File: src/verilog/lrr_pkg.sv
// constants and carrier types for the logic, rotate and return execute slice
package lrr_pkg;

  // primary and extended opcodes
  localparam logic [5:0] OPC_X      = 6'h1f;
  localparam logic [9:0] XO_ORC     = 10'h19c;
  localparam logic [5:0] OPC_ORI    = 6'h18;
  localparam logic [5:0] OPC_ORIS   = 6'h19;
  localparam logic [5:0] OPC_XL     = 6'h13;
  localparam logic [9:0] XO_RFI     = 10'h032;
  localparam logic [5:0] OPC_RLD    = 6'h1e;
  localparam logic [2:0] SUB_RLDICL = 3'h0;
  localparam logic [2:0] SUB_RLDICR = 3'h1;
  localparam logic [2:0] SUB_RLDIMI = 3'h3;

  // field positions, little-endian indices of big-endian fields
  localparam int OPC_LSB = 26;
  localparam int RS_LSB  = 21;
  localparam int RA_LSB  = 16;
  localparam int RB_LSB  = 11;
  localparam int XO_LSB  = 1;
  localparam int SUB_LSB = 2;
  localparam int SH5_POS = 1;
  localparam int MB5_POS = 5;
  localparam int MB_LSB  = 6;
  localparam int RC_POS  = 0;

  // machine state bits, interrupt classes and masks
  localparam int          WAIT_ENABLE_BIT_POS = 18;
  localparam int          NIRQ       = 4;
  localparam logic [31:0] GPR_DEF    = 32'hffffffff;
  localparam logic [63:0] ONES64     = 64'hffffffffffffffff;
  localparam logic [31:0] IAR_MASK   = 32'hfffffffc;
  localparam logic [NIRQ-1:0][4:0] IRQ_EN_POS = {5'h10, 5'h10, 5'h13, 5'h1f};

  typedef enum logic [2:0] {
    OP_NONE, OP_ORC, OP_ORI, OP_ORIS, OP_RFI, OP_RLDICL, OP_RLDICR, OP_RLDIMI
  } lrr_op_t;

  typedef struct packed {
    logic        valid;
    logic [31:0] instr;
    logic [31:0] src;
    logic [31:0] src2;
    logic [63:0] src_pair;
    logic [63:0] dst_pair;
  } lrr_req_t;

  typedef struct packed {
    logic        gpr_we;
    logic [4:0]  gpr_idx;
    logic [31:0] gpr_data;
    logic        pair_we;
    logic [4:0]  pair_idx;
    logic [63:0] pair_data;
    logic        cr0_we;
    logic [3:0]  cr0;
    logic        iar_we;
    logic [31:0] instruction_address_reg;
    logic        wait_enable_bit;
    logic [31:0] machine_state_reg;
    logic        save_restore_addr_we;
    logic [31:0] save_restore_addr;
    logic        save_restore_state_we;
    logic [31:0] save_restore_state;
    logic        int_take;
    logic [1:0]  int_idx;
    logic        wait_enter;
    logic        fetch;
    logic [31:0] fetch_addr;
    logic        ctx_sync;
    logic        illegal;
  } lrr_res_t;

  typedef struct packed {
    lrr_op_t  op;
    lrr_res_t res;
  } lrr_st_t;

endpackage

File: src/verilog/lrr_exec.sv
// execute stage for or-complement, or-immediate, return and doubleword rotates
`timescale 1ns/1ps
module lrr_exec import lrr_pkg::*; (
  // clock and reset
  input  wire logic        clk,
  input  wire logic        rst,
  // core variant and debug status
  input  wire logic        ext_core,
  input  wire logic        halted,
  input  wire logic        rammed,
  // architected state feeding this slice
  input  wire logic        xer_so,
  input  wire logic [31:0] srr_addr_in,
  input  wire logic [31:0] srr_state_in,
  input  wire logic [3:0]  irq_pend,
  // instruction with its operands
  input  wire lrr_req_t    req,
  // registered results
  output lrr_res_t         res
);

  lrr_st_t st_r;
  lrr_st_t st_nxt;

  function automatic lrr_op_t decode(logic [31:0] i);
    lrr_op_t  op;
    logic [2:0] sub;
    op  = OP_NONE;
    sub = i[SUB_LSB +: 3];
    if (i[OPC_LSB +: 6] == OPC_X && i[XO_LSB +: 10] == XO_ORC) begin
      op = OP_ORC;
    end else if (i[OPC_LSB +: 6] == OPC_ORI) begin
      op = OP_ORI;
    end else if (i[OPC_LSB +: 6] == OPC_ORIS) begin
      op = OP_ORIS;
    end else if (i[OPC_LSB +: 6] == OPC_XL && i[XO_LSB +: 10] == XO_RFI) begin
      op = OP_RFI;
    end else if (i[OPC_LSB +: 6] == OPC_RLD && sub == SUB_RLDICL) begin
      op = OP_RLDICL;
    end else if (i[OPC_LSB +: 6] == OPC_RLD && sub == SUB_RLDICR) begin
      op = OP_RLDICR;
    end else if (i[OPC_LSB +: 6] == OPC_RLD && sub == SUB_RLDIMI) begin
      op = OP_RLDIMI;
    end
    return op;
  endfunction

  // big-endian numbering: position p is little-endian bit 63-p
  function automatic logic [63:0] mask64(logic [5:0] b, logic [5:0] e);
    logic [63:0] hi;
    logic [63:0] lo;
    hi = ONES64 >> b;
    lo = ~((ONES64 >> e) >> 1);
    return (b <= e) ? (hi & lo) : (hi | lo);
  endfunction

  function automatic logic [63:0] rotl64(logic [63:0] x, logic [5:0] n);
    logic [127:0] t;
    t = {x, x} << n;
    return t[127:64];
  endfunction

  function automatic logic [3:0] cr_of(logic [63:0] v, logic so);
    return {v[63], !v[63] && (v != 64'h0), v == 64'h0, so};
  endfunction

  function automatic logic gpr_ok(logic [4:0] r);
    return GPR_DEF[r];
  endfunction

  // pairs live on even indices only
  function automatic logic pair_ok(logic [4:0] r);
    return !r[0] && GPR_DEF[r] && GPR_DEF[r | 5'h01];
  endfunction

  logic [4:0]  f_rs;
  logic [4:0]  f_ra;
  logic [4:0]  f_rb;
  logic [5:0]  f_sh;
  logic [5:0]  f_mb;
  logic [31:0] ui_lo;
  logic [31:0] ui_hi;
  logic [31:0] new_iar;
  logic [3:0]  irq_en;
  logic [3:0]  irq_hit;
  lrr_op_t     dop;
  logic        bad;
  logic [63:0] rot;
  logic [63:0] msk;
  logic [31:0] w32;

  always_comb begin
    st_nxt  = '0;
    f_rs    = req.instr[RS_LSB +: 5];
    f_ra    = req.instr[RA_LSB +: 5];
    f_rb    = req.instr[RB_LSB +: 5];
    f_sh    = {req.instr[SH5_POS], req.instr[RB_LSB +: 5]};
    f_mb    = {req.instr[MB5_POS], req.instr[MB_LSB +: 5]};
    ui_lo   = {16'h0000, req.instr[15:0]};
    ui_hi   = {req.instr[15:0], 16'h0000};
    new_iar = srr_addr_in & IAR_MASK;
    for (int k = 0; k < NIRQ; k++) begin
      irq_en[k] = srr_state_in[IRQ_EN_POS[k]];
    end
    irq_hit = irq_pend & irq_en;
    dop     = req.valid ? decode(req.instr) : OP_NONE;
    rot     = rotl64(req.src_pair, f_sh);
    msk     = '0;
    w32     = '0;
    bad     = 1'b0;
    case (dop)
      OP_ORC:    bad = !(gpr_ok(f_rs) && gpr_ok(f_ra) && gpr_ok(f_rb));
      OP_ORI,
      OP_ORIS:   bad = !(gpr_ok(f_rs) && gpr_ok(f_ra));
      OP_RLDICL,
      OP_RLDICR,
      OP_RLDIMI: bad = !ext_core || !(pair_ok(f_rs) && pair_ok(f_ra));
      default:   bad = 1'b0;
    endcase
    st_nxt.op          = dop;
    st_nxt.res.illegal = bad;
    if (!bad) begin
      case (dop)
        OP_ORC: begin
          w32 = req.src | ~req.src2;
        end
        OP_ORI: begin
          w32 = req.src | ui_lo;
        end
        OP_ORIS: begin
          w32 = req.src | ui_hi;
        end
        OP_RLDICL: begin
          msk = mask64(f_mb, 6'h3f);
        end
        OP_RLDICR: begin
          msk = mask64(6'h00, f_mb);
        end
        OP_RLDIMI: begin
          msk = mask64(f_mb, 6'h3f - f_sh);
        end
        default: begin
          w32 = '0;
        end
      endcase
      if (dop == OP_ORC || dop == OP_ORI || dop == OP_ORIS) begin
        st_nxt.res.gpr_we   = 1'b1;
        st_nxt.res.gpr_idx  = f_ra;
        st_nxt.res.gpr_data = w32;
        // of the or forms only the X-form has a record bit; immediates never touch the condition field
        st_nxt.res.cr0_we = (dop == OP_ORC) && req.instr[RC_POS];
        st_nxt.res.cr0    = cr_of({{32{w32[31]}}, w32}, xer_so);
      end
      if (dop == OP_RLDICL || dop == OP_RLDICR || dop == OP_RLDIMI) begin
        st_nxt.res.pair_we   = 1'b1;
        st_nxt.res.pair_idx  = f_ra;
        // clear forms see a zero destination outside the mask
        st_nxt.res.pair_data = (rot & msk) | ((dop == OP_RLDIMI) ? (req.dst_pair & ~msk) : 64'h0);
        st_nxt.res.cr0_we    = req.instr[RC_POS];
        st_nxt.res.cr0       = cr_of(st_nxt.res.pair_data, xer_so);
      end
      if (dop == OP_RFI) begin
        st_nxt.res.iar_we   = 1'b1;
        st_nxt.res.instruction_address_reg      = new_iar;
        st_nxt.res.wait_enable_bit   = 1'b1;
        st_nxt.res.machine_state_reg      = srr_state_in;
        // debug ram is never a context sync, plain stepping still is
        st_nxt.res.ctx_sync = !rammed;
        if (!halted) begin
          if (irq_hit != 4'h0) begin
            st_nxt.res.int_take = 1'b1;
            st_nxt.res.int_idx  = irq_hit[0] ? 2'h0 : irq_hit[1] ? 2'h1 : irq_hit[2] ? 2'h2 : 2'h3;
            st_nxt.res.save_restore_addr_we  = 1'b1;
            st_nxt.res.save_restore_addr     = new_iar;
            st_nxt.res.save_restore_state_we  = 1'b1;
            st_nxt.res.save_restore_state     = srr_state_in;
          end else if (srr_state_in[WAIT_ENABLE_BIT_POS]) begin
            st_nxt.res.wait_enter = 1'b1;
          end else begin
            st_nxt.res.fetch      = 1'b1;
            st_nxt.res.fetch_addr = new_iar;
          end
        end
      end
    end
  end

  always_ff @(posedge clk or posedge rst) begin
    if (rst) begin
      st_r <= '0;
    end else begin
      st_r <= st_nxt;
    end
  end

  assign res = st_r.res;

  // checks on the registered results
  property p_orc_value;
    @(posedge clk) disable iff (rst)
      (st_r.op == OP_ORC && !res.illegal) |-> (res.gpr_we && res.gpr_data == ($past(req.src) | ~$past(req.src2)));
  endproperty
  a_orc_value: assert property (p_orc_value) else $error("or-complement result wrong");

  property p_record;
    @(posedge clk) disable iff (rst)
      (st_r.op == OP_ORC && !res.illegal) |-> (res.cr0_we == $past(req.instr[RC_POS]));
  endproperty
  a_record: assert property (p_record) else $error("condition update does not follow record bit");

  property p_ori_value;
    @(posedge clk) disable iff (rst)
      (st_r.op == OP_ORI && !res.illegal) |->
        (res.gpr_data == ($past(req.src) | {16'h0000, $past(req.instr[15:0])}) && !res.cr0_we);
  endproperty
  a_ori_value: assert property (p_ori_value) else $error("or immediate result wrong");

  property p_oris_value;
    @(posedge clk) disable iff (rst)
      (st_r.op == OP_ORIS && !res.illegal) |->
        (res.gpr_data == ($past(req.src) | {$past(req.instr[15:0]), 16'h0000}) && !res.cr0_we);
  endproperty
  a_oris_value: assert property (p_oris_value) else $error("or immediate shifted result wrong");

  property p_illegal_quiet;
    @(posedge clk) disable iff (rst)
      res.illegal |-> !(res.gpr_we || res.pair_we || res.cr0_we || res.iar_we);
  endproperty
  a_illegal_quiet: assert property (p_illegal_quiet) else $error("illegal op changed state");

  property p_rfi_restore;
    @(posedge clk) disable iff (rst)
      (st_r.op == OP_RFI) |->
        (res.instruction_address_reg == ($past(srr_addr_in) & IAR_MASK) && res.machine_state_reg == $past(srr_state_in) && res.iar_we && res.wait_enable_bit);
  endproperty
  a_rfi_restore: assert property (p_rfi_restore) else $error("return restore wrong");

  property p_halt_quiet;
    @(posedge clk) disable iff (rst)
      (st_r.op == OP_RFI && $past(halted)) |-> !(res.int_take || res.wait_enter || res.fetch || res.save_restore_addr_we);
  endproperty
  a_halt_quiet: assert property (p_halt_quiet) else $error("halted return changed extra state");

  property p_irq_save;
    @(posedge clk) disable iff (rst)
      res.int_take |-> (res.save_restore_addr == res.instruction_address_reg && res.save_restore_state == res.machine_state_reg && !res.fetch && !res.wait_enter);
  endproperty
  a_irq_save: assert property (p_irq_save) else $error("interrupt save registers wrong");

  property p_wait;
    @(posedge clk) disable iff (rst)
      // enables judged from the restored state word, not from the decode path
      (st_r.op == OP_RFI && !$past(halted) &&
        ($past(irq_pend) & {res.machine_state_reg[IRQ_EN_POS[3]], res.machine_state_reg[IRQ_EN_POS[2]],
                            res.machine_state_reg[IRQ_EN_POS[1]], res.machine_state_reg[IRQ_EN_POS[0]]}) == 4'h0) |->
        (res.wait_enter == res.machine_state_reg[WAIT_ENABLE_BIT_POS] && res.fetch == !res.machine_state_reg[WAIT_ENABLE_BIT_POS]);
  endproperty
  a_wait: assert property (p_wait) else $error("wait or fetch choice wrong");

  property p_fetch_addr;
    @(posedge clk) disable iff (rst)
      res.fetch |-> (res.fetch_addr == res.instruction_address_reg && res.fetch_addr[1:0] == 2'b00);
  endproperty
  a_fetch_addr: assert property (p_fetch_addr) else $error("fetch address wrong");

  property p_ram_sync;
    @(posedge clk) disable iff (rst)
      (st_r.op == OP_RFI) |-> (res.ctx_sync == !$past(rammed));
  endproperty
  a_ram_sync: assert property (p_ram_sync) else $error("context sync wrong under ram");

  property p_clrl_mask;
    @(posedge clk) disable iff (rst)
      (st_r.op == OP_RLDICL && !res.illegal) |->
        ((res.pair_data & ~(ONES64 >> {$past(req.instr[MB5_POS]), $past(req.instr[MB_LSB +: 5])})) == 64'h0);
  endproperty
  a_clrl_mask: assert property (p_clrl_mask) else $error("clear left left bits above mask begin");

  property p_base_illegal;
    @(posedge clk) disable iff (rst)
      (req.valid && req.instr[OPC_LSB +: 6] == OPC_RLD && !ext_core && decode(req.instr) != OP_NONE) |=>
        (res.illegal && !res.pair_we);
  endproperty
  a_base_illegal: assert property (p_base_illegal) else $error("base core ran doubleword rotate");

  property p_orc_cr;
    @(posedge clk) disable iff (rst)
      (st_r.op == OP_ORC && res.cr0_we) |->
        (res.cr0 == {res.gpr_data[31], !res.gpr_data[31] && (res.gpr_data != 32'h0),
                     res.gpr_data == 32'h0, $past(xer_so)});
  endproperty
  a_orc_cr: assert property (p_orc_cr) else $error("condition field from or-complement wrong");

  property p_exit_onehot;
    @(posedge clk) disable iff (rst)
      (st_r.op == OP_RFI && !$past(halted)) |-> $onehot({res.int_take, res.wait_enter, res.fetch});
  endproperty
  a_exit_onehot: assert property (p_exit_onehot) else $error("return took no or several exits");

  property p_int_prio;
    @(posedge clk) disable iff (rst)
      (res.int_take && res.int_idx != 2'h0) |-> !($past(irq_pend[0]) && res.machine_state_reg[IRQ_EN_POS[0]]);
  endproperty
  a_int_prio: assert property (p_int_prio) else $error("lower class taken over enabled class zero");

  property p_clrl_keep;
    @(posedge clk) disable iff (rst)
      (st_r.op == OP_RLDICL && !res.illegal) |->
        (((res.pair_data ^ rotl64($past(req.src_pair), $past(f_sh))) & (ONES64 >> $past(f_mb))) == 64'h0);
  endproperty
  a_clrl_keep: assert property (p_clrl_keep) else $error("clear left lost rotated bits");

  property p_clrr_mask;
    @(posedge clk) disable iff (rst)
      (st_r.op == OP_RLDICR && !res.illegal) |->
        ((res.pair_data & ~(ONES64 << (6'h3f - $past(f_mb)))) == 64'h0);
  endproperty
  a_clrr_mask: assert property (p_clrr_mask) else $error("clear right left bits past mask end");

  // every result bit is either the old destination bit or the rotated source bit
  property p_insert_src;
    @(posedge clk) disable iff (rst)
      (st_r.op == OP_RLDIMI && !res.illegal) |->
        (((res.pair_data ^ $past(req.dst_pair)) &
          (res.pair_data ^ rotl64($past(req.src_pair), $past(f_sh)))) == 64'h0);
  endproperty
  a_insert_src: assert property (p_insert_src) else $error("insert took bits from nowhere");

  property p_wrap_ends;
    @(posedge clk) disable iff (rst)
      (st_r.op == OP_RLDIMI && !res.illegal && $past(f_mb) > (6'h3f - $past(f_sh))) |->
        (((res.pair_data ^ rotl64($past(req.src_pair), $past(f_sh))) & 64'h8000000000000001) == 64'h0);
  endproperty
  a_wrap_ends: assert property (p_wrap_ends) else $error("wrapped mask missed an end bit");

  property p_pair_idx;
    @(posedge clk) disable iff (rst)
      res.pair_we |-> (res.pair_idx == $past(req.instr[RA_LSB +: 5]) && !res.pair_idx[0]);
  endproperty
  a_pair_idx: assert property (p_pair_idx) else $error("pair written to wrong register");

  property p_ext_only;
    @(posedge clk) disable iff (rst)
      res.pair_we |-> $past(ext_core);
  endproperty
  a_ext_only: assert property (p_ext_only) else $error("pair written on base variant");

endmodule // lrr_exec

File: config.mk
export PLATFORM = sky130hd
export DESIGN_NAME = lrr_exec
export DESIGN_NICKNAME = d
export VERILOG_FILES = /design/src/verilog/lrr_pkg.sv /design/src/verilog/lrr_exec.sv
export SDC_FILE = /design/constraint.sdc
export NUM_CORES = 1
export LEC_CHECK = 0
export BUFFER_PORTS_ARGS = -buffer_cell sky130_fd_sc_hd__buf_2
export CAP_MARGIN = 25
export CORE_MARGIN = 5
export CORE_UTILIZATION = 40
export CTS_BUF_LIST = sky130_fd_sc_hd__clkbuf_2 sky130_fd_sc_hd__clkbuf_4 sky130_fd_sc_hd__clkbuf_8
export DETAILED_ROUTE_END_ITERATION = 16
export PLACE_DENSITY = 0.63
export SETUP_SLACK_MARGIN = 0.4
export SLEW_MARGIN = 20
export SYNTH_ARGS = -nofsm -noshare
export SYNTH_HDL_FRONTEND = slang
export SYNTH_SLANG_ARGS = --single-unit
export TNS_END_PERCENT = 20
File: constraint.sdc
create_clock -name clk -period 10.46 [get_ports clk]
set_input_delay 2.092 -clock clk [delete_from_list [all_inputs] [get_ports clk]]
set_output_delay 2.092 -clock clk [all_outputs]
set_load 0.02 [all_outputs]
==> summary.md <==
| Metric | Value |
|---|---|
| Outcome | `finished clean` |
| Synth top area share | `37.2%` |
| Largest net degree at the start of global routing | `119` |
| Synth-to-layout area growth | `23.2%` |
| Postcts setup bufs | `0` |
| Max Slew Vio Count | `0` |
| Area leader, netlist | `dfrtp_1` |
| Max cap viols | `0` |
| Post-layout nets | `2668` |
| Layout cells sized above 1 | `36.8%` |
| Seq cells post-synth | `275` |
| Switching part of the total power | `30.3%` |
| Final-report hold violation count | `0` |
| Max FFs per register | `275` |
| CP Launch Type | `input pin` |
| Rel. slew slack | `15.8%` |
| Combinational share of power | `24.1%` |
| H-tree Lvls | `2` |
| Sequential element share of the synthesized area | `37.2%` |
| Sw Pwr | `0.808 mW` |
| Post-DRT Antenna Nets | `0` |
| Initial core utilization | `40.6%` |
| DR WL/cell | `29.1 um` |
| Cells after Synth | `1861` |
| Area of the mapped netlist | `18500 sq um` |
| Tot Pwr | `2.66 mW` |
| Post-cts hold buffer count | `0` |
| Crit end category | `flop` |
| IO Port Bufs | `570` |
| # rows | `78` |
| Initial antenna violation count | `28` |
| Count leader, synth | `dfrtp_1` |
| Crit path kind | `input pin to flop` |
| Asr flop ratio synth | `100%` |
| Vias in the first global route | `17800` |
| Dpl ws | `2940 ps` |
| Die Y | `225 um` |
| # DRC | `0` |
| Clock share of power | `35.8%` |
| Final WL | `87400 um` |
| Top-Level Pins | `583` |
| DIE AREA | `50600 sq um` |
| Clock root cell | `clkbuf_8` |
| Clock Tree Buf Depth | `3` |
| Fmax | `0.143 GHz` |
| EDFF count, synth | `0` |
| Period utilization | `66.8%` |
| P per Cell Area | `117 nW/um^2` |
| Main flop type after synthesis | `dfrtp_1` |
| Die W | `225 um` |
| Hold WC Path Type | `input pin to flop` |
| First DRT Iteration DRCs | `2284` |
| Pint | `1.85 mW` |
| Global-route congestion overflow total | `0` |
| Via count | `18300` |
| YS warnings | `0` |
| Crit Path Max Fanout | `53` |
| Largest cells by area after synthesis | `dfrtp_1 37%, mux4_2 11%, and2_1 7.1%` |
| Vias per inst | `6.09` |
| Post-CTS sizing | `0` |
| CTS tree | `yes` |
| Seq pwr share | `40.1%` |
| Arrival @ worst endpoint | `7440 ps` |
| Synth cell types | `86` |
| Placer Congestion | `0.993` |
| Clock transition at path regs | `60 ps` |
| Peak VDD IR | `84.0 uV` |
| Setup TNS | `0 ps` |
| Total GRT Usage | `32.8%` |
| LEAKAGE | `11.2 nW` |
| HPWL after detailed placement | `68600 um` |
| TritonRoute pass-1 iters | `6` |
| Critical Path RT | `10910 ps` |
| Hold Crit Depth | `2` |
| Final Setup Violations | `0` |
| Core area | `45600 sq um` |
| Final core utilization | `50.0%` |
| Min Tclk post-route | `6990 ps` |
| RSZ-0062 raised after global routing | `no` |
| Avg Inst Size Synth | `9.94 sq um` |
| Global-route wire length before repair | `123000 um` |
| Synth cell count leaders | `275 x dfrtp_1, 209 x and2_1, 169 x nor2_1` |
| Slew @ Worst Pin | `1250 ps` |
| Worst setup margin | `3470 ps` |
| Clock sink count | `275` |
| CTS buffer count | `44` |
[metal layers]
| layer | share of wire, % | wire length (um) | GRT usage (%) |
|---|---|---|---|
| met5 | 0.063 | 55 | 0 |
| met3 | 10 | 8960 | 7.83 |
| met1 | 37 | 32600 | 41.8 |
| met4 | 5.3 | 4600 | 15.5 |
| met2 | 47 | 41200 | 52.7 |
[worst max-delay path, stage by stage]
cell	delay [ps]
buf_2	80
buf_4	610
inv_1	690
ha_1	500
and3_1	230
a31oi_2	700
buf_4	480
a211oi_1	120
o22ai_1	240
mux2i_1	190
a2111oi_0	550
nand4_1	250
nor4_2	280
nand4_1	190
nand3b_1	140
a21oi_1	80
[path summary, 6_finish.rpt]
path / start / end / slack (ps)
max in group asynchronous: rst / res[161] / 7590
hold / removal: rammed / res[1] / 1680
min in group asynchronous: rst / res[125] / 1690
setup / recovery: req[203] / res[173] / 3470
[per-stage QoR]
step | instance area [sq um] | cells | hold WS [ps]
3_3_place_gp | 21800 | 2914 | 2250
3_5_place_dp | 21800 | 2914 | 2250
6_report | 22800 | 3006 | 1680
4_1_cts | 22700 | 2986 | 1640
5_1_grt | 22800 | 3002 | 1660
2_1_floorplan | 18500 | 1867 | 2160
[power groups by stage]
stage	logic, mW	clock network, mW	registers (mW)
6_report	0.642	0.953	1.07
5_1_grt	0.674	1.03	1.07
4_1_cts	0.621	0.972	1.07
3_5_place_dp	0.617	0	1.09
3_3_place_gp	0.614	0	1.09
2_1_floorplan	0.381	0	1.09
[area by class of cell]
class / instances / area, sq um
inverter: 18 / 75.1
sequential: 275 / 6880
multi-input combinational: 1412 / 10900
clock buffer: 68 / 848
fill: 4303 / 22800
timing repair buffer: 612 / 3220
tap: 600 / 751
clock inverter: 4 / 57.6
antenna: 17 / 42.5
[logic make-up after synthesis]
kind of cell / count (synthesis) / share of synthesized area, %
buffers and inverters: 180 / 4.23
DFF: 275 / 37.2
other: 1 / 0.0203
and+or+nand+nor: 710 / 20.0
adders and majority gates: 50 / 2.79
muxes: 278 / 22.2
AOI/OAI and AO/OA: 366 / 13.5
xor gates and xnor gates: 1 / 0.0474
[placed cells by master (no fill, tap or decap), drive strengths merged, types with 19 or more instances in the layout]
cell type,count
a21oi,75
a221o,21
and2,211
buf,612
clkbuf,68
dfrtp,275
inv,19
maj3,44
mux2,78
mux2i,104
mux4,96
nand2,145
nand3,30
nand4,19
nor2,169
nor3,24
o21ai,82
o22ai,31
Power figures use the tool's default switching activity.
